### src/hdl/stopt_params.svh
`ifndef STOPT_PARAMS_SVH
`define STOPT_PARAMS_SVH

// ----------------------------------------------------------------------
// Register byte offsets.
// ----------------------------------------------------------------------
`define STOPT_OFF_CTRL        12'h000
`define STOPT_OFF_STATUS      12'h004
`define STOPT_OFF_CMD         12'h008
`define STOPT_OFF_RESULT      12'h00C
`define STOPT_OFF_SAVED       12'h010
`define STOPT_OFF_RETRY       12'h014

// ----------------------------------------------------------------------
// Control register fields and reset value.
// ----------------------------------------------------------------------
`define STOPT_CTRL_UA_SET     0
`define STOPT_CTRL_UA_CLR     1
`define STOPT_CTRL_SDTR_SENT  2
`define STOPT_CTRL_PERR_CLR   3
`define STOPT_CTRL_RESET      32'h0000_0000

// ----------------------------------------------------------------------
// Status register fields.
// ----------------------------------------------------------------------
`define STOPT_ST_LAMP_MODE    0
`define STOPT_ST_SYNC_REQ     1
`define STOPT_ST_PARITY_EN    2
`define STOPT_ST_RETRY_INF    3
`define STOPT_ST_UA_RPT       4
`define STOPT_ST_DIAG         5
`define STOPT_ST_LEGACY       6
`define STOPT_ST_PER_DEF      7
`define STOPT_ST_UA_PEND      8
`define STOPT_ST_PERR         9
`define STOPT_ST_SDTR_DUE     10
`define STOPT_ST_RETRY_OUT    11

// ----------------------------------------------------------------------
// Command opcodes, page codes and figures.
// ----------------------------------------------------------------------
`define STOPT_OP_INQUIRY      8'h12
`define STOPT_OP_REQ_SENSE    8'h03
`define STOPT_OP_PRIO_RSV     8'hE4
`define STOPT_OP_MODE_SENSE   8'h1A
`define STOPT_OP_VERIFY       8'h2F
`define STOPT_PAGE_ALL        6'h3F
`define STOPT_PAGE_RW         6'h01
`define STOPT_PAGE_DISC       6'h02
`define STOPT_PAGE_GEOM       6'h04
`define STOPT_PAGE_VERIFY     6'h07
`define STOPT_PAGE_CACHE      6'h08
`define STOPT_VER_NEW         3'h2
`define STOPT_VER_OLD         3'h1
`define STOPT_FMT_NEW         4'h2
`define STOPT_FMT_OLD         4'h1
`define STOPT_CAPS_NEW        8'h18
`define STOPT_LEGACY_SENSE    8'h04
`define STOPT_RETRY_LIMIT     8'h0A
`define STOPT_MAX_RATE_MBS    5
`define STOPT_CLK_MHZ         100
`define STOPT_MIN_PERIOD_NS   (1000 / `STOPT_MAX_RATE_MBS)
`define STOPT_MIN_PERIOD_4NS  8'h32

`endif

### src/hdl/stopt_pkg.sv
package stopt_pkg;

	// Decoded option set taken from the strap header.
	typedef struct packed {
		logic lamp_operating;
		logic sync_request;
		logic parity_check;
		logic retry_unlimited;
		logic ua_report;
		logic legacy_level;
		logic per_default;
	} stopt_opts_type;

	// Sequencer states of the option capture.
	typedef enum logic [1:0] {
		STOPT_IDLE,
		STOPT_SETTLE,
		STOPT_RUN
	} stopt_state_type;

endpackage : stopt_pkg

### src/hdl/stopt_sync.sv
`timescale 1ns/1ps

// Three-stage synchroniser; a change is accepted once stages two and
// three agree, so the first stage feeds nothing but the second.
module stopt_sync #(
	parameter int WIDTH = 1
) (
	input  wire logic             clk,      // System clock.
	input  wire logic             reset_n,  // Synchronous reset, low.
	input  wire logic [WIDTH-1:0] d_in,     // Asynchronous input.
	output logic      [WIDTH-1:0] q_out     // Filtered, synchronous value.
);

	logic [WIDTH-1:0] s1_r;
	logic [WIDTH-1:0] s2_r;
	logic [WIDTH-1:0] s3_r;

	// Shift chain of three flip-flops.
	always_ff @(posedge clk) begin
		if (!reset_n) begin
			s1_r <= '0;
			s2_r <= '0;
			s3_r <= '0;
		end else begin
			s1_r <= d_in;
			s2_r <= s1_r;
			s3_r <= s2_r;
		end
	end

	// Output moves only on bits where stages two and three agree.
	always_ff @(posedge clk) begin
		if (!reset_n) begin
			q_out <= '0;
		end else begin
			q_out <= (q_out & ~(s2_r ~^ s3_r)) | (s2_r & (s2_r ~^ s3_r));
		end
	end

endmodule : stopt_sync

### src/hdl/stopt_apb.sv
`timescale 1ns/1ps
`include "stopt_params.svh"

// APB slave with one wait-free access phase; answers in the first
// access cycle and flags unmapped addresses with pslverr.
module stopt_apb (
	input  wire logic        clk,      // System clock.
	input  wire logic        reset_n,  // Synchronous reset, low.
	input  wire logic        psel,     // APB select.
	input  wire logic        penable,  // APB access phase.
	input  wire logic        pwrite,   // APB direction, high for write.
	input  wire logic [11:0] paddr,    // APB byte address.
	input  wire logic [31:0] pwdata,   // APB write data.
	input  wire logic [31:0] rd_value, // Value of addressed register.
	input  wire logic        rd_hit,   // Address is mapped.
	output logic      [31:0] prdata,   // APB read data.
	output logic             pready,   // APB ready.
	output logic             pslverr,  // APB error.
	output logic             wr_stb,   // One-cycle write strobe.
	output logic      [11:0] wr_addr,  // Write address.
	output logic      [31:0] wr_data   // Write data.
);

	// Ready rises in the cycle after setup, closing the access.
	always_ff @(posedge clk) begin
		if (!reset_n) begin
			pready  <= 1'b0;
			pslverr <= 1'b0;
			prdata  <= 32'h0000_0000;
		end else if (psel && !penable) begin
			pready  <= 1'b1;
			pslverr <= !rd_hit;
			prdata  <= (!pwrite && rd_hit) ? rd_value : 32'h0000_0000;
		end else begin
			pready  <= 1'b0;
			pslverr <= 1'b0;
		end
	end

	// The write strobe is registered at the edge that completes the access; registers update one edge later.
	always_ff @(posedge clk) begin
		if (!reset_n) begin
			wr_stb  <= 1'b0;
			wr_addr <= 12'h000;
			wr_data <= 32'h0000_0000;
		end else begin
			wr_stb  <= psel && penable && pready && pwrite && !pslverr;
			wr_addr <= paddr;
			wr_data <= pwdata;
		end
	end

endmodule : stopt_apb

### src/hdl/stopt_top.sv
// Local design decisions: the APB interface to the registers and the register offsets.
`timescale 1ns/1ps
`include "stopt_params.svh"

module stopt_top (
	input  wire logic        clk,            // System clock, 100 MHz.
	input  wire logic        reset_n,        // Synchronous reset, low.
	input  wire logic [9:0]  option_strap_header, // Straps, high = closed.
	input  wire logic        psel,           // APB select.
	input  wire logic        penable,        // APB enable.
	input  wire logic        pwrite,         // APB direction.
	input  wire logic [11:0] paddr,          // APB byte address.
	input  wire logic [31:0] pwdata,         // APB write data.
	output logic      [31:0] prdata,         // APB read data.
	output logic             pready,         // APB ready.
	output logic             pslverr,        // APB error.
	input  wire logic        unit_busy,      // Drive is operating.
	input  wire logic        unit_ready,     // Drive is ready.
	input  wire logic        rx_valid,       // Received data byte strobe.
	input  wire logic [7:0]  rx_data,        // Received data byte.
	input  wire logic        rx_parity,      // Received odd parity bit.
	input  wire logic        init_sdtr,      // Initiator sent SDTR pulse.
	input  wire logic [7:0]  init_period,    // Offered period, 4 ns units.
	input  wire logic        resel_fail,     // Reselection attempt failed.
	input  wire logic        resel_done,     // Reselection succeeded.
	output logic             lamp_on,        // Front lamp drive.
	output logic             diag_mode,      // Offline diagnostic mode.
	output logic             sdtr_send,      // Device must originate SDTR.
	output logic             sdtr_reply,     // Reply to initiator SDTR.
	output logic      [7:0]  sdtr_period,    // Agreed period, 4 ns units.
	output logic             sync_enabled,   // Sync data phases allowed.
	output logic             parity_error,   // Parity error flagged.
	output logic             resel_retry,    // Retry reselection again.
	output logic             resel_give_up   // Stop retrying reselection.
);

	// ------------------------------------------------------------------
	// Strap synchronisation and capture.
	// ------------------------------------------------------------------
	logic [9:0]                 straps_s;
	stopt_pkg::stopt_state_type state_r;
	stopt_pkg::stopt_opts_type  opts_r;
	logic [2:0]                 settle_r;

	stopt_sync #(.WIDTH(10)) u_sync (
		.clk     (clk),
		.reset_n (reset_n),
		.d_in    (option_strap_header),
		.q_out   (straps_s)
	);

	// Waits for the synchroniser to settle, then latches the straps once.
	always_ff @(posedge clk) begin
		if (!reset_n) begin
			state_r  <= stopt_pkg::STOPT_IDLE;
			settle_r <= 3'h0;
		end else begin
			unique case (state_r)
				stopt_pkg::STOPT_IDLE: begin
					state_r <= stopt_pkg::STOPT_SETTLE;
				end
				stopt_pkg::STOPT_SETTLE: begin
					settle_r <= settle_r + 3'h1;
					if (settle_r == 3'h7) begin
						state_r <= stopt_pkg::STOPT_RUN;
					end
				end
				stopt_pkg::STOPT_RUN: begin
					state_r <= stopt_pkg::STOPT_RUN;
				end
			endcase
		end
	end

	// Decoded options; strap pairs map to header bits 0 (1-2) up to 8 (17-18).
	always_ff @(posedge clk) begin
		if (!reset_n) begin
			opts_r <= '0;
		end else if (state_r == stopt_pkg::STOPT_SETTLE && settle_r == 3'h7) begin
			opts_r.lamp_operating  <= straps_s[8];
			opts_r.sync_request    <= straps_s[7];
			opts_r.parity_check    <= straps_s[6];
			opts_r.retry_unlimited <= straps_s[4];
			opts_r.ua_report       <= straps_s[3];
			opts_r.legacy_level    <= straps_s[1];
			opts_r.per_default     <= !straps_s[0];
		end
	end

	wire logic running = (state_r == stopt_pkg::STOPT_RUN);

	// ------------------------------------------------------------------
	// Register bus.
	// ------------------------------------------------------------------
	logic        wr_stb;
	logic [11:0] wr_addr;
	logic [31:0] wr_data;
	logic [31:0] rd_value;
	logic        rd_hit;
	logic [7:0]  cmd_r;
	logic [5:0]  page_r;
	logic [7:0]  alloc_r;
	logic [31:0] result_r;
	logic        saved_valid_r;
	logic        saved_per_r;
	logic        ua_pend_r;
	logic        sdtr_done_r;
	logic [7:0]  retry_cnt_r;

	stopt_apb u_apb (
		.clk      (clk),
		.reset_n  (reset_n),
		.psel     (psel),
		.penable  (penable),
		.pwrite   (pwrite),
		.paddr    (paddr),
		.pwdata   (pwdata),
		.rd_value (rd_value),
		.rd_hit   (rd_hit),
		.prdata   (prdata),
		.pready   (pready),
		.pslverr  (pslverr),
		.wr_stb   (wr_stb),
		.wr_addr  (wr_addr),
		.wr_data  (wr_data)
	);

	// Returns the word at a register offset and whether it exists.
	function automatic logic [32:0] reg_read(input logic [11:0] a);
		logic [32:0] r;
		r = {1'b1, 32'h0000_0000};
		unique case (a)
			`STOPT_OFF_CTRL:   r[31:0] = 32'h0000_0000;
			`STOPT_OFF_STATUS: r[31:0] = {20'h00000, status_word()};
			`STOPT_OFF_CMD:    r[31:0] = {10'h000, page_r, alloc_r, cmd_r};
			`STOPT_OFF_RESULT: r[31:0] = result_r;
			`STOPT_OFF_SAVED:  r[31:0] = {30'h0, saved_per_r, saved_valid_r};
			`STOPT_OFF_RETRY:  r[31:0] = {24'h000000, retry_cnt_r};
			default:           r = 33'h0_0000_0000;
		endcase
		return r;
	endfunction : reg_read

	// Packs the decoded options and live flags into the status word.
	function automatic logic [11:0] status_word();
		logic [11:0] s;
		s = 12'h000;
		s[`STOPT_ST_LAMP_MODE] = opts_r.lamp_operating;
		s[`STOPT_ST_SYNC_REQ]  = opts_r.sync_request;
		s[`STOPT_ST_PARITY_EN] = opts_r.parity_check;
		s[`STOPT_ST_RETRY_INF] = opts_r.retry_unlimited;
		s[`STOPT_ST_UA_RPT]    = opts_r.ua_report;
		s[`STOPT_ST_DIAG]      = diag_mode;
		s[`STOPT_ST_LEGACY]    = opts_r.legacy_level;
		s[`STOPT_ST_PER_DEF]   = effective_per();
		s[`STOPT_ST_UA_PEND]   = ua_pend_r;
		s[`STOPT_ST_PERR]      = parity_error;
		s[`STOPT_ST_SDTR_DUE]  = sdtr_send;
		s[`STOPT_ST_RETRY_OUT] = resel_give_up;
		return s;
	endfunction : status_word

	// Saved mode parameters win over the strap default.
	function automatic logic effective_per();
		return saved_valid_r ? saved_per_r : opts_r.per_default;
	endfunction : effective_per

	always_comb begin
		{rd_hit, rd_value} = reg_read(paddr);
	end

	wire logic wr_ctrl = wr_stb && (wr_addr == `STOPT_OFF_CTRL);

	// Command word and saved mode parameters written by firmware.
	always_ff @(posedge clk) begin
		if (!reset_n) begin
			cmd_r         <= 8'h00;
			page_r        <= 6'h00;
			alloc_r       <= 8'h00;
			saved_valid_r <= 1'b0;
			saved_per_r   <= 1'b0;
		end else if (wr_stb) begin
			if (wr_addr == `STOPT_OFF_CMD) begin
				cmd_r   <= wr_data[7:0];
				alloc_r <= wr_data[15:8];
				page_r  <= wr_data[21:16];
			end
			if (wr_addr == `STOPT_OFF_SAVED) begin
				saved_valid_r <= wr_data[0];
				saved_per_r   <= wr_data[1];
			end
		end
	end

	// Unit attention pending flag; the set wins over a clear.
	always_ff @(posedge clk) begin
		if (!reset_n) begin
			ua_pend_r <= 1'b0;
		end else if (wr_ctrl && wr_data[`STOPT_CTRL_UA_SET]) begin
			ua_pend_r <= 1'b1;
		end else if (wr_ctrl && wr_data[`STOPT_CTRL_UA_CLR]) begin
			ua_pend_r <= 1'b0;
		end
	end

	// ------------------------------------------------------------------
	// Command personality decode.
	// ------------------------------------------------------------------
	// Result: [0] check condition, [1] legacy page length, [2] page
	// omitted, [3] verify uses page 1, [15:8] sense length,
	// [18:16] version, [23:20] format, [31:24] capability byte.
	always_ff @(posedge clk) begin
		if (!reset_n) begin
			result_r <= 32'h0000_0000;
		end else begin
			result_r[0] <= opts_r.ua_report && ua_pend_r &&
				cmd_r != `STOPT_OP_INQUIRY &&
				cmd_r != `STOPT_OP_REQ_SENSE &&
				cmd_r != `STOPT_OP_PRIO_RSV;
			result_r[1] <= opts_r.legacy_level &&
				(page_r == `STOPT_PAGE_RW || page_r == `STOPT_PAGE_DISC ||
				page_r == `STOPT_PAGE_GEOM || page_r == `STOPT_PAGE_ALL);
			result_r[2] <= opts_r.legacy_level &&
				page_r == `STOPT_PAGE_ALL;
			result_r[3] <= opts_r.legacy_level &&
				cmd_r == `STOPT_OP_VERIFY;
			result_r[7:4] <= 4'h0;
			result_r[15:8] <= (opts_r.legacy_level && alloc_r == 8'h00) ?
				`STOPT_LEGACY_SENSE : alloc_r;
			result_r[18:16] <= opts_r.legacy_level ?
				`STOPT_VER_OLD : `STOPT_VER_NEW;
			result_r[19] <= !opts_r.legacy_level;
			result_r[23:20] <= opts_r.legacy_level ?
				`STOPT_FMT_OLD : `STOPT_FMT_NEW;
			result_r[31:24] <= opts_r.legacy_level ?
				8'h00 : `STOPT_CAPS_NEW;
		end
	end

	// ------------------------------------------------------------------
	// Lamp and diagnostic mode.
	// ------------------------------------------------------------------
	// The diag strap is followed live; the lamp follows the chosen source.
	always_ff @(posedge clk) begin
		if (!reset_n) begin
			lamp_on   <= 1'b0;
			diag_mode <= 1'b0;
		end else begin
			diag_mode <= straps_s[2];
			lamp_on   <= running && (opts_r.lamp_operating ?
				unit_busy : unit_ready);
		end
	end

	// ------------------------------------------------------------------
	// Synchronous negotiation.
	// ------------------------------------------------------------------
	// A device-originated request is raised until firmware reports it sent.
	// Asynchronous transfer is never gated by these signals.
	always_ff @(posedge clk) begin
		if (!reset_n) begin
			sdtr_done_r <= 1'b0;
			sdtr_send   <= 1'b0;
		end else begin
			if (wr_ctrl && wr_data[`STOPT_CTRL_SDTR_SENT]) begin
				sdtr_done_r <= 1'b1;
			end
			sdtr_send <= running && opts_r.sync_request &&
				!sdtr_done_r && !init_sdtr;
		end
	end

	// Replies to any initiator request once running, clamping the period to 5 MB/s.
	always_ff @(posedge clk) begin
		if (!reset_n) begin
			sdtr_reply   <= 1'b0;
			sdtr_period  <= 8'h00;
			sync_enabled <= 1'b0;
		end else begin
			sdtr_reply <= init_sdtr && running;
			if (init_sdtr && running) begin
				sync_enabled <= 1'b1;
				sdtr_period  <= (init_period < `STOPT_MIN_PERIOD_4NS) ?
					`STOPT_MIN_PERIOD_4NS : init_period;
			end
		end
	end

	// ------------------------------------------------------------------
	// Parity check.
	// ------------------------------------------------------------------
	// Odd parity over the byte; an error sticks until firmware clears it.
	always_ff @(posedge clk) begin
		if (!reset_n) begin
			parity_error <= 1'b0;
		end else if (rx_valid && opts_r.parity_check &&
			!(^{rx_data, rx_parity})) begin
			parity_error <= 1'b1;
		end else if (wr_ctrl && wr_data[`STOPT_CTRL_PERR_CLR]) begin
			parity_error <= 1'b0;
		end
	end

	// ------------------------------------------------------------------
	// Reselection retries.
	// ------------------------------------------------------------------
	// Counts failures; beyond ten the device gives up unless unlimited.
	always_ff @(posedge clk) begin
		if (!reset_n) begin
			retry_cnt_r   <= 8'h00;
			resel_retry   <= 1'b0;
			resel_give_up <= 1'b0;
		end else if (resel_done) begin
			retry_cnt_r   <= 8'h00;
			resel_retry   <= 1'b0;
			resel_give_up <= 1'b0;
		end else if (resel_fail) begin
			if (opts_r.retry_unlimited ||
				retry_cnt_r < `STOPT_RETRY_LIMIT) begin
				retry_cnt_r <= retry_cnt_r + 8'h01;
				resel_retry <= 1'b1;
			end else begin
				resel_retry   <= 1'b0;
				resel_give_up <= 1'b1;
			end
		end else begin
			resel_retry <= 1'b0;
		end
	end

endmodule : stopt_top

### config.mk
export PLATFORM = sky130hd
export DESIGN_NAME = stopt_top
export DESIGN_NICKNAME = d
export VERILOG_FILES = /design/src/hdl/stopt_pkg.sv /design/src/hdl/stopt_sync.sv /design/src/hdl/stopt_apb.sv /design/src/hdl/stopt_top.sv
export VERILOG_INCLUDE_DIRS = /design/src /design/src/hdl
export SDC_FILE = /design/constraint.sdc
export NUM_CORES = 1
export LEC_CHECK = 0
export BUFFER_PORTS_ARGS = -buffer_cell sky130_fd_sc_hd__buf_2
export CORE_ASPECT_RATIO = 0.8
export CORE_MARGIN = 4
export CORE_UTILIZATION = 58
export CTS_CLUSTER_DIAMETER = 80
export DETAILED_ROUTE_END_ITERATION = 12
export PLACE_DENSITY = 0.84
export SLEW_MARGIN = 20
export SYNTH_ARGS = -nofsm -noshare
export SYNTH_HDL_FRONTEND = slang
export SYNTH_SLANG_ARGS = --single-unit
export TNS_END_PERCENT = 5
### constraint.sdc
create_clock -name clk -period 5.3 [get_ports clk]
set_clock_uncertainty 0.1 [all_clocks]
set_input_delay 0.795 -clock clk [delete_from_list [all_inputs] [get_ports clk]]
set_output_delay 0.795 -clock clk [all_outputs]
set_load 0.05 [all_outputs]
After elaboration in Yosys (flattened, before gate mapping)
Index checks and enable logic that the tools add are counted.
{"block": "totals", "regBits": 203, "in_bits": 82, "output_inout_bits": 50, "elab_cells": 144}
{"block": "classes", "add_sub_neg": 2, "n_lt_le_gt_ge": 2, "eq_ne": 19, "muxes": 18, "bitwise": 8, "n_reduce_logical": 56}
{"cell": "32-bit case mux with 5 select lines", "count": 1}
{"cell": "12-bit by 4-bit == test with 1-bit output, second input constant", "count": 3}
{"cell": "12-bit by 5-bit == test with 1-bit output, second input constant", "count": 3}
{"cell": "32-bit two-way mux", "count": 1}
{"cell": "1-bit logical AND", "count": 27}
{"cell": "12-bit logical NOT", "count": 2}
{"cell": "10-bit bitwise AND", "count": 2}
{"cell": "8-bit two-way mux", "count": 2}
{"cell": "12-bit by 3-bit == test with 1-bit output, second input constant", "count": 1}
{"cell": "10-bit inverter", "count": 1}
{"cell": "10-bit bitwise OR", "count": 1}
{"cell": "2-bit AND reduction", "count": 5}
{"cell": "10-bit bitwise XNOR", "count": 1}
{"cell": "1-bit logical NOT", "count": 9}
{"cell": "1-bit two-way mux", "count": 9}
{"cell": "9-bit XOR reduction", "count": 1}
{"cell": "8-bit by 1-bit adder with 8-bit output, second input constant", "count": 1}
{"cell": "8-bit by 6-bit == test with 1-bit output, second input constant", "count": 1}
{"cell": "8-bit logical NOT", "count": 1}
{"cell": "8-bit by 4-bit < comparator with 1-bit output, second input constant", "count": 1}
{"cell": "8-bit by 6-bit < comparator with 1-bit output, second input constant", "count": 1}
{"cell": "8-bit by 2-bit != test with 1-bit output, second input constant", "count": 1}
{"cell": "8-bit by 5-bit != test with 1-bit output, second input constant", "count": 1}
{"cell": "8-bit != test, second input constant", "count": 1}
{"cell": "19 further kinds", "count": 28}

Longest topological paths before layout
{"block": "logic_depth", "ltp_word": 5, "ltp_mapped": 6, "mapped_depth_nobuf": 6}

Cells and area by module
A second synthesis with hierarchy kept.
{"block": "hier_totals", "cells_unflattened": 672, "hier_area_um2": 7111.8}
{"module": "stopt_top", "n_inst": 1, "cells_each": 394, "area_per_inst_um2": 3617.2, "seq_area_each_um2": 1521.5}
{"module": "stopt_apb", "n_inst": 1, "cells_each": 174, "area_per_inst_um2": 2283.4, "seq_area_each_um2": 1581.5}
{"module": "stopt_sync", "n_inst": 1, "cells_each": 104, "area_per_inst_um2": 1211.2, "seq_area_each_um2": 800.8}

Worst setup path before layout
No wires, ideal clock.
{"block": "synth_timing", "path_kind": "input port to flip-flop", "from": "in paddr[1]", "to": "reg u_apb.prdata[18]", "setup_ns": 0.071, "t_arrival_ns": 2.109, "required_ns": 5.129, "setup_slack_ns": 3.021, "stages": 5, "path_buffers": 1, "path_cell_list": "or4_4 nor4_4 buf_4 nand4_1 a21oi_1"}
{"block": "synth_between", "elab_chain_cells": 5, "word_cells_on_any_way": 11, "classes_between": "5 x eq/ne; 3 x mux; 3 x reduce/logical"}
{"item": "start, declared", "line_no": "stopt_top.sv:12", "text": "input wire logic [11:0] paddr,"}
{"item": "12-bit by 5-bit == test with 1-bit output (tied with other cells)", "line_no": "stopt_top.sv:132", "text": "unique case (a)"}
{"item": "6-bit OR reduction (no line)"}
{"item": "1-bit two-way mux", "line_no": "stopt_top.sv:132"}
{"item": "1-bit logical AND", "line_no": "stopt_apb.sv:33", "text": "prdata <= (!pwrite && rd_hit) ? rd_value : 32'h0000_0000;"}
{"item": "32-bit two-way mux (*)", "line_no": "stopt_apb.sv:33"}
{"item": "end signal, assigned", "line_no": "stopt_apb.sv:33"}
{"item": "end, declared", "line_no": "stopt_apb.sv:16", "text": "output logic [31:0] prdata,"}
Every way passes the cells marked *; elsewhere a longest branch is shown, timed or not.
A chain may end at the register's enable or synchronous reset.

Worst setup path after layout
Same ends and word-level chain as after synthesis.

==> results_tabular.tex <==
\begin{tabular}{lr}
\hline
Metric & Value \\
\hline
\multicolumn{2}{l}{\textbf{Final layout}} \\
\quad Number of nets in the final layout & 822 \\
\quad Antenna diode count & 0 \\
\quad Fraction of final layout cells sized beyond drive strength 1 & 0.225 \\
\quad Area growth from synthesis to layout & 18.8\% \\
\multicolumn{2}{l}{\textbf{Synthesis}} \\
\quad EDFF count, synth & 0 \\
\quad Gate count of the mapped netlist & 633 \\
\quad Most area-hungry cell type in the Yosys netlist & sky130\_fd\_sc\_hd\_\_dfxtp\_1 \\
\quad Cell with the most instances after synthesis & sky130\_fd\_sc\_hd\_\_dfxtp\_1 \\
\quad Count of cell types in the netlist & 53 \\
\quad Post-synth top cells & sky130\_fd\_sc\_hd\_\_dfxtp\_1, sky130\_fd\_sc\_hd\_\_and2\_1, sky130\_fd\_sc\_hd\_\_nor2\_1, sky130\_fd\_sc\_hd\_\_nand2\_1 \\
\quad Part of the Yosys area used for sequential elements & 0.538 \\
\quad Main area contributors after synthesis & sky130\_fd\_sc\_hd\_\_dfxtp\_1, sky130\_fd\_sc\_hd\_\_and2\_1, sky130\_fd\_sc\_hd\_\_mux2i\_1, sky130\_fd\_sc\_hd\_\_nor2\_1, sky130\_fd\_sc\_hd\_\_a21oi\_1 \\
\quad FF+latch count, synth & 168 \\
\quad Share of synthesized flip-flops with an asynchronous set or reset & 0 \\
\quad Avg Synthesized Cell Area & 9.87 um2 \\
\quad Total of warnings raised by yosys & 0 \\
\quad Area share of the largest cell type after synthesis & 0.538 \\
\quad Most used flip-flop cell after synthesis & sky130\_fd\_sc\_hd\_\_dfxtp\_1 \\
\quad Netlist area before placement & 6250 um2 \\
\multicolumn{2}{l}{\textbf{Routing}} \\
\quad Vias per inst & 5.54 \\
\quad DRC violations left & 0 \\
\quad DR vias & 4922 \\
\quad DR WL/cell & 16.1 um \\
\quad Final antenna-violating net count & 0 \\
\quad Wire length after detailed routing & 14300 um \\
\quad Violation count after the first detailed-routing iteration & 461 \\
\quad Iteration count of the initial detailed-routing pass & 5 \\
\multicolumn{2}{l}{\textbf{Placed design}} \\
\quad Minimum setup slack after placement & 2630 ps \\
\quad Number of port buffers & 111 \\
\quad Final weighted congestion of routability-driven global placement & 0.906 \\
\quad HPWL reported at the end of detailed placement & 9820 um \\
\multicolumn{2}{l}{\textbf{Floorplanning}} \\
\quad CORE AREA & 10400 um2 \\
\quad Die Footprint & 12500 um2 \\
\quad Vertical extent of the die & 101 um \\
\quad Std-Cell Rows & 33 \\
\quad Number of top-level pins & 132 \\
\quad Width of the chip & 124 um \\
\quad Effective utilization at floorplan & 0.603 \\
\multicolumn{2}{l}{\textbf{Worst setup path}} \\
\quad Critical path startpoint category & input port \\
\quad Critical-path maximum fanout & 14 \\
\quad Critical path required time & 5550 ps \\
\quad Endpoint type of the worst setup path & flop \\
\quad Type of the setup path with the least slack & input port to flop \\
\quad Data arrival time of the critical path & 2550 ps \\
\multicolumn{2}{l}{\textbf{Power}} \\
\quad Leakage power of the design & 3.00 nW \\
\quad Cell Pwr Density & 380 nW/um2 \\
\quad Largest vdd supply drop & 0.275 mV \\
\multicolumn{2}{l}{\textbf{Global route}} \\
\quad Initial antenna violation count & 0 \\
\quad Aggregate global routing overflow & 0 \\
\quad Global Route Usage Sum & 0.237 \\
\quad Largest net degree at the start of global routing & 80 \\
\quad Via count of the first global-routing pass & 4799 \\
\quad Global-route wire length before repair & 23200 um \\
\multicolumn{2}{l}{\textbf{Worst hold path}} \\
\quad Class of the tightest hold or removal check & flop to flop \\
\multicolumn{2}{l}{\textbf{CTS}} \\
\quad Clock Tree Buf Depth & 2 \\
\quad Number of resized instances in the post-cts repair step & 0 \\
\quad CTS clock-pin slew for the worst setup and hold paths & 70 ps \\
\quad CTS Root Cell & sky130\_fd\_sc\_hd\_\_clkbuf\_16 \\
\quad Post-CTS Setup Inserts & 0 \\
\quad H-tree depth & 4 \\
\quad Clock latency on the worst-skew pair & 420 ps \\
\quad Clock Sinks & 168 \\
\quad Total CTS buffers & 17 \\
\quad CTS tree & done \\
\quad Hold-fix buffers at CTS & 0 \\
\multicolumn{2}{l}{\textbf{STA}} \\
\quad Fmax & 434 MHz \\
\quad Final critical-path share of the clock period & 0.435 \\
\quad Endpoints failing hold & 0 \\
\quad Worst setup margin & 3000 ps \\
\quad Setup repair after global routing missed its margin & no \\
\quad Slew @ Worst Pin & 883 ps \\
\quad Clock period minus final worst setup slack & 2300 ps \\
\quad Number of failing setup endpoints in the final timing report & 0 \\
\quad Total negative slack for setup checks & 0 ps \\
\quad Normalized max-slew margin & 0.403 \\
\quad Max-slew violation count & 0 \\
\quad Hold Worst Slack & 333 ps \\
\multicolumn{2}{l}{\textbf{Flow run}} \\
\quad Max\_cap viols & 0 \\
\multicolumn{2}{l}{\textbf{Run status}} \\
\quad Status & finished clean \\
\hline
\end{tabular}
==> path summary, 6_finish.rpt <==
path / start / end / slack (ps) / cells past startpoint
min: u_sync.s1_r[1] / u_sync.s2_r[1] / 330 / 1
min reg2reg: u_sync.s1_r[1] / u_sync.s2_r[1] / 330 / 1
max reg2reg: u_apb.wr_addr[1] / parity_error / 3030 / 4
max: paddr[1] / u_apb.prdata[18] / 3000 / 5
==> layout by cell type, fill, tap and decap left out, types with 6 or more instances in the layout <==
cell type / count
sky130_fd_sc_hd__a32oi_1: 9
sky130_fd_sc_hd__dfxtp_1: 168
sky130_fd_sc_hd__o21ai_0: 26
sky130_fd_sc_hd__mux2_2: 7
sky130_fd_sc_hd__nor2_1: 63
sky130_fd_sc_hd__a22o_1: 6
sky130_fd_sc_hd__and2_1: 68
sky130_fd_sc_hd__mux2i_1: 34
sky130_fd_sc_hd__xnor2_1: 6
sky130_fd_sc_hd__clkbuf_16: 17
sky130_fd_sc_hd__a21oi_1: 34
sky130_fd_sc_hd__nand2b_1: 6
sky130_fd_sc_hd__nand2_1: 44
sky130_fd_sc_hd__nor3_1: 7
sky130_fd_sc_hd__conb_1: 8
sky130_fd_sc_hd__nand4_1: 8
sky130_fd_sc_hd__inv_1: 11
sky130_fd_sc_hd__xor2_1: 7
sky130_fd_sc_hd__buf_2: 111
sky130_fd_sc_hd__nand3_1: 13
sky130_fd_sc_hd__a22oi_1: 15
==> critical path, cell delays in order <==
cell and delay [ps]:
sky130_fd_sc_hd__buf_2 100, sky130_fd_sc_hd__or4_4 610, sky130_fd_sc_hd__nor4_4 660, sky130_fd_sc_hd__nand4_1 190, sky130_fd_sc_hd__a21oi_1 190
==> stage by stage <==
stage	total power, W	util	cell area, um2	std cells
after floorplan	0.00155	-	6270	640
after global placement	0.00160	0.659	6830	856
after detailed placement	0.00162	0.659	6830	856
after CTS	0.00283	0.716	7420	888
after global routing	0.00292	0.716	7420	888
final	0.00282	0.716	7420	888
==> metal layers <==
| layer | global-route usage | vias up | share of wire |
|---|---|---|---|
| li1 | - | 2383 | - |
| met1 | 0.313 | 2314 | 0.44 |
| met2 | 0.377 | 200 | 0.47 |
| met3 | 0.0679 | 25 | 0.082 |
| met4 | 0.0791 | 0 | 0.017 |
| met5 | 0 | - | 0 |
==> power by group <==
part           switching (W)  internal [W]  leakage, nW
logic               0.000169     0.0000912         1.35
registers          0.0000249       0.00131         1.37
clock network       0.000522      0.000703        0.280
total               0.000715       0.00210         3.00
==> cell type report <==
class | instances | area, um2
multi-input cells | 422 | 2670
well taps | 140 | 175
inverters | 12 | 45.0
clock buffers | 17 | 425
flip-flops and latches | 168 | 3360
repair buffers | 114 | 578
clock inverters | 15 | 166
fillers | 764 | 2940
==> registers in the layout (all words and copies together), names as in the netlist, 2 cells and up, named ones only <==
signal	count
u_sync.s1_r	8
u_sync.s3_r	8
u_apb.wr_data	22
sdtr_period	8
cmd_r	8
u_apb.prdata	23
u_sync.s2_r	8
alloc_r	8
u_apb.wr_addr	12
result_r	14
opts_r	7
page_r	6
settle_r	3
retry_cnt_r	8
state_r	2
==> kinds of logic (layout without fill, tap and decap cells) <==
family,count (synthesis),after routing,share of synthesized area
XOR/XNOR,14,14,0.0218
multiplexers,41,41,0.0671
buffers and inverters,50,158,0.0384
AND/OR/NAND/NOR,245,245,0.215
AO/OA/AOI/OAI,109,109,0.109
adder cells (fa/ha/maj),5,5,0.0100
other,1,8,0.000600
flip-flops,168,168,0.538
Power figures use the tool's default switching activity.
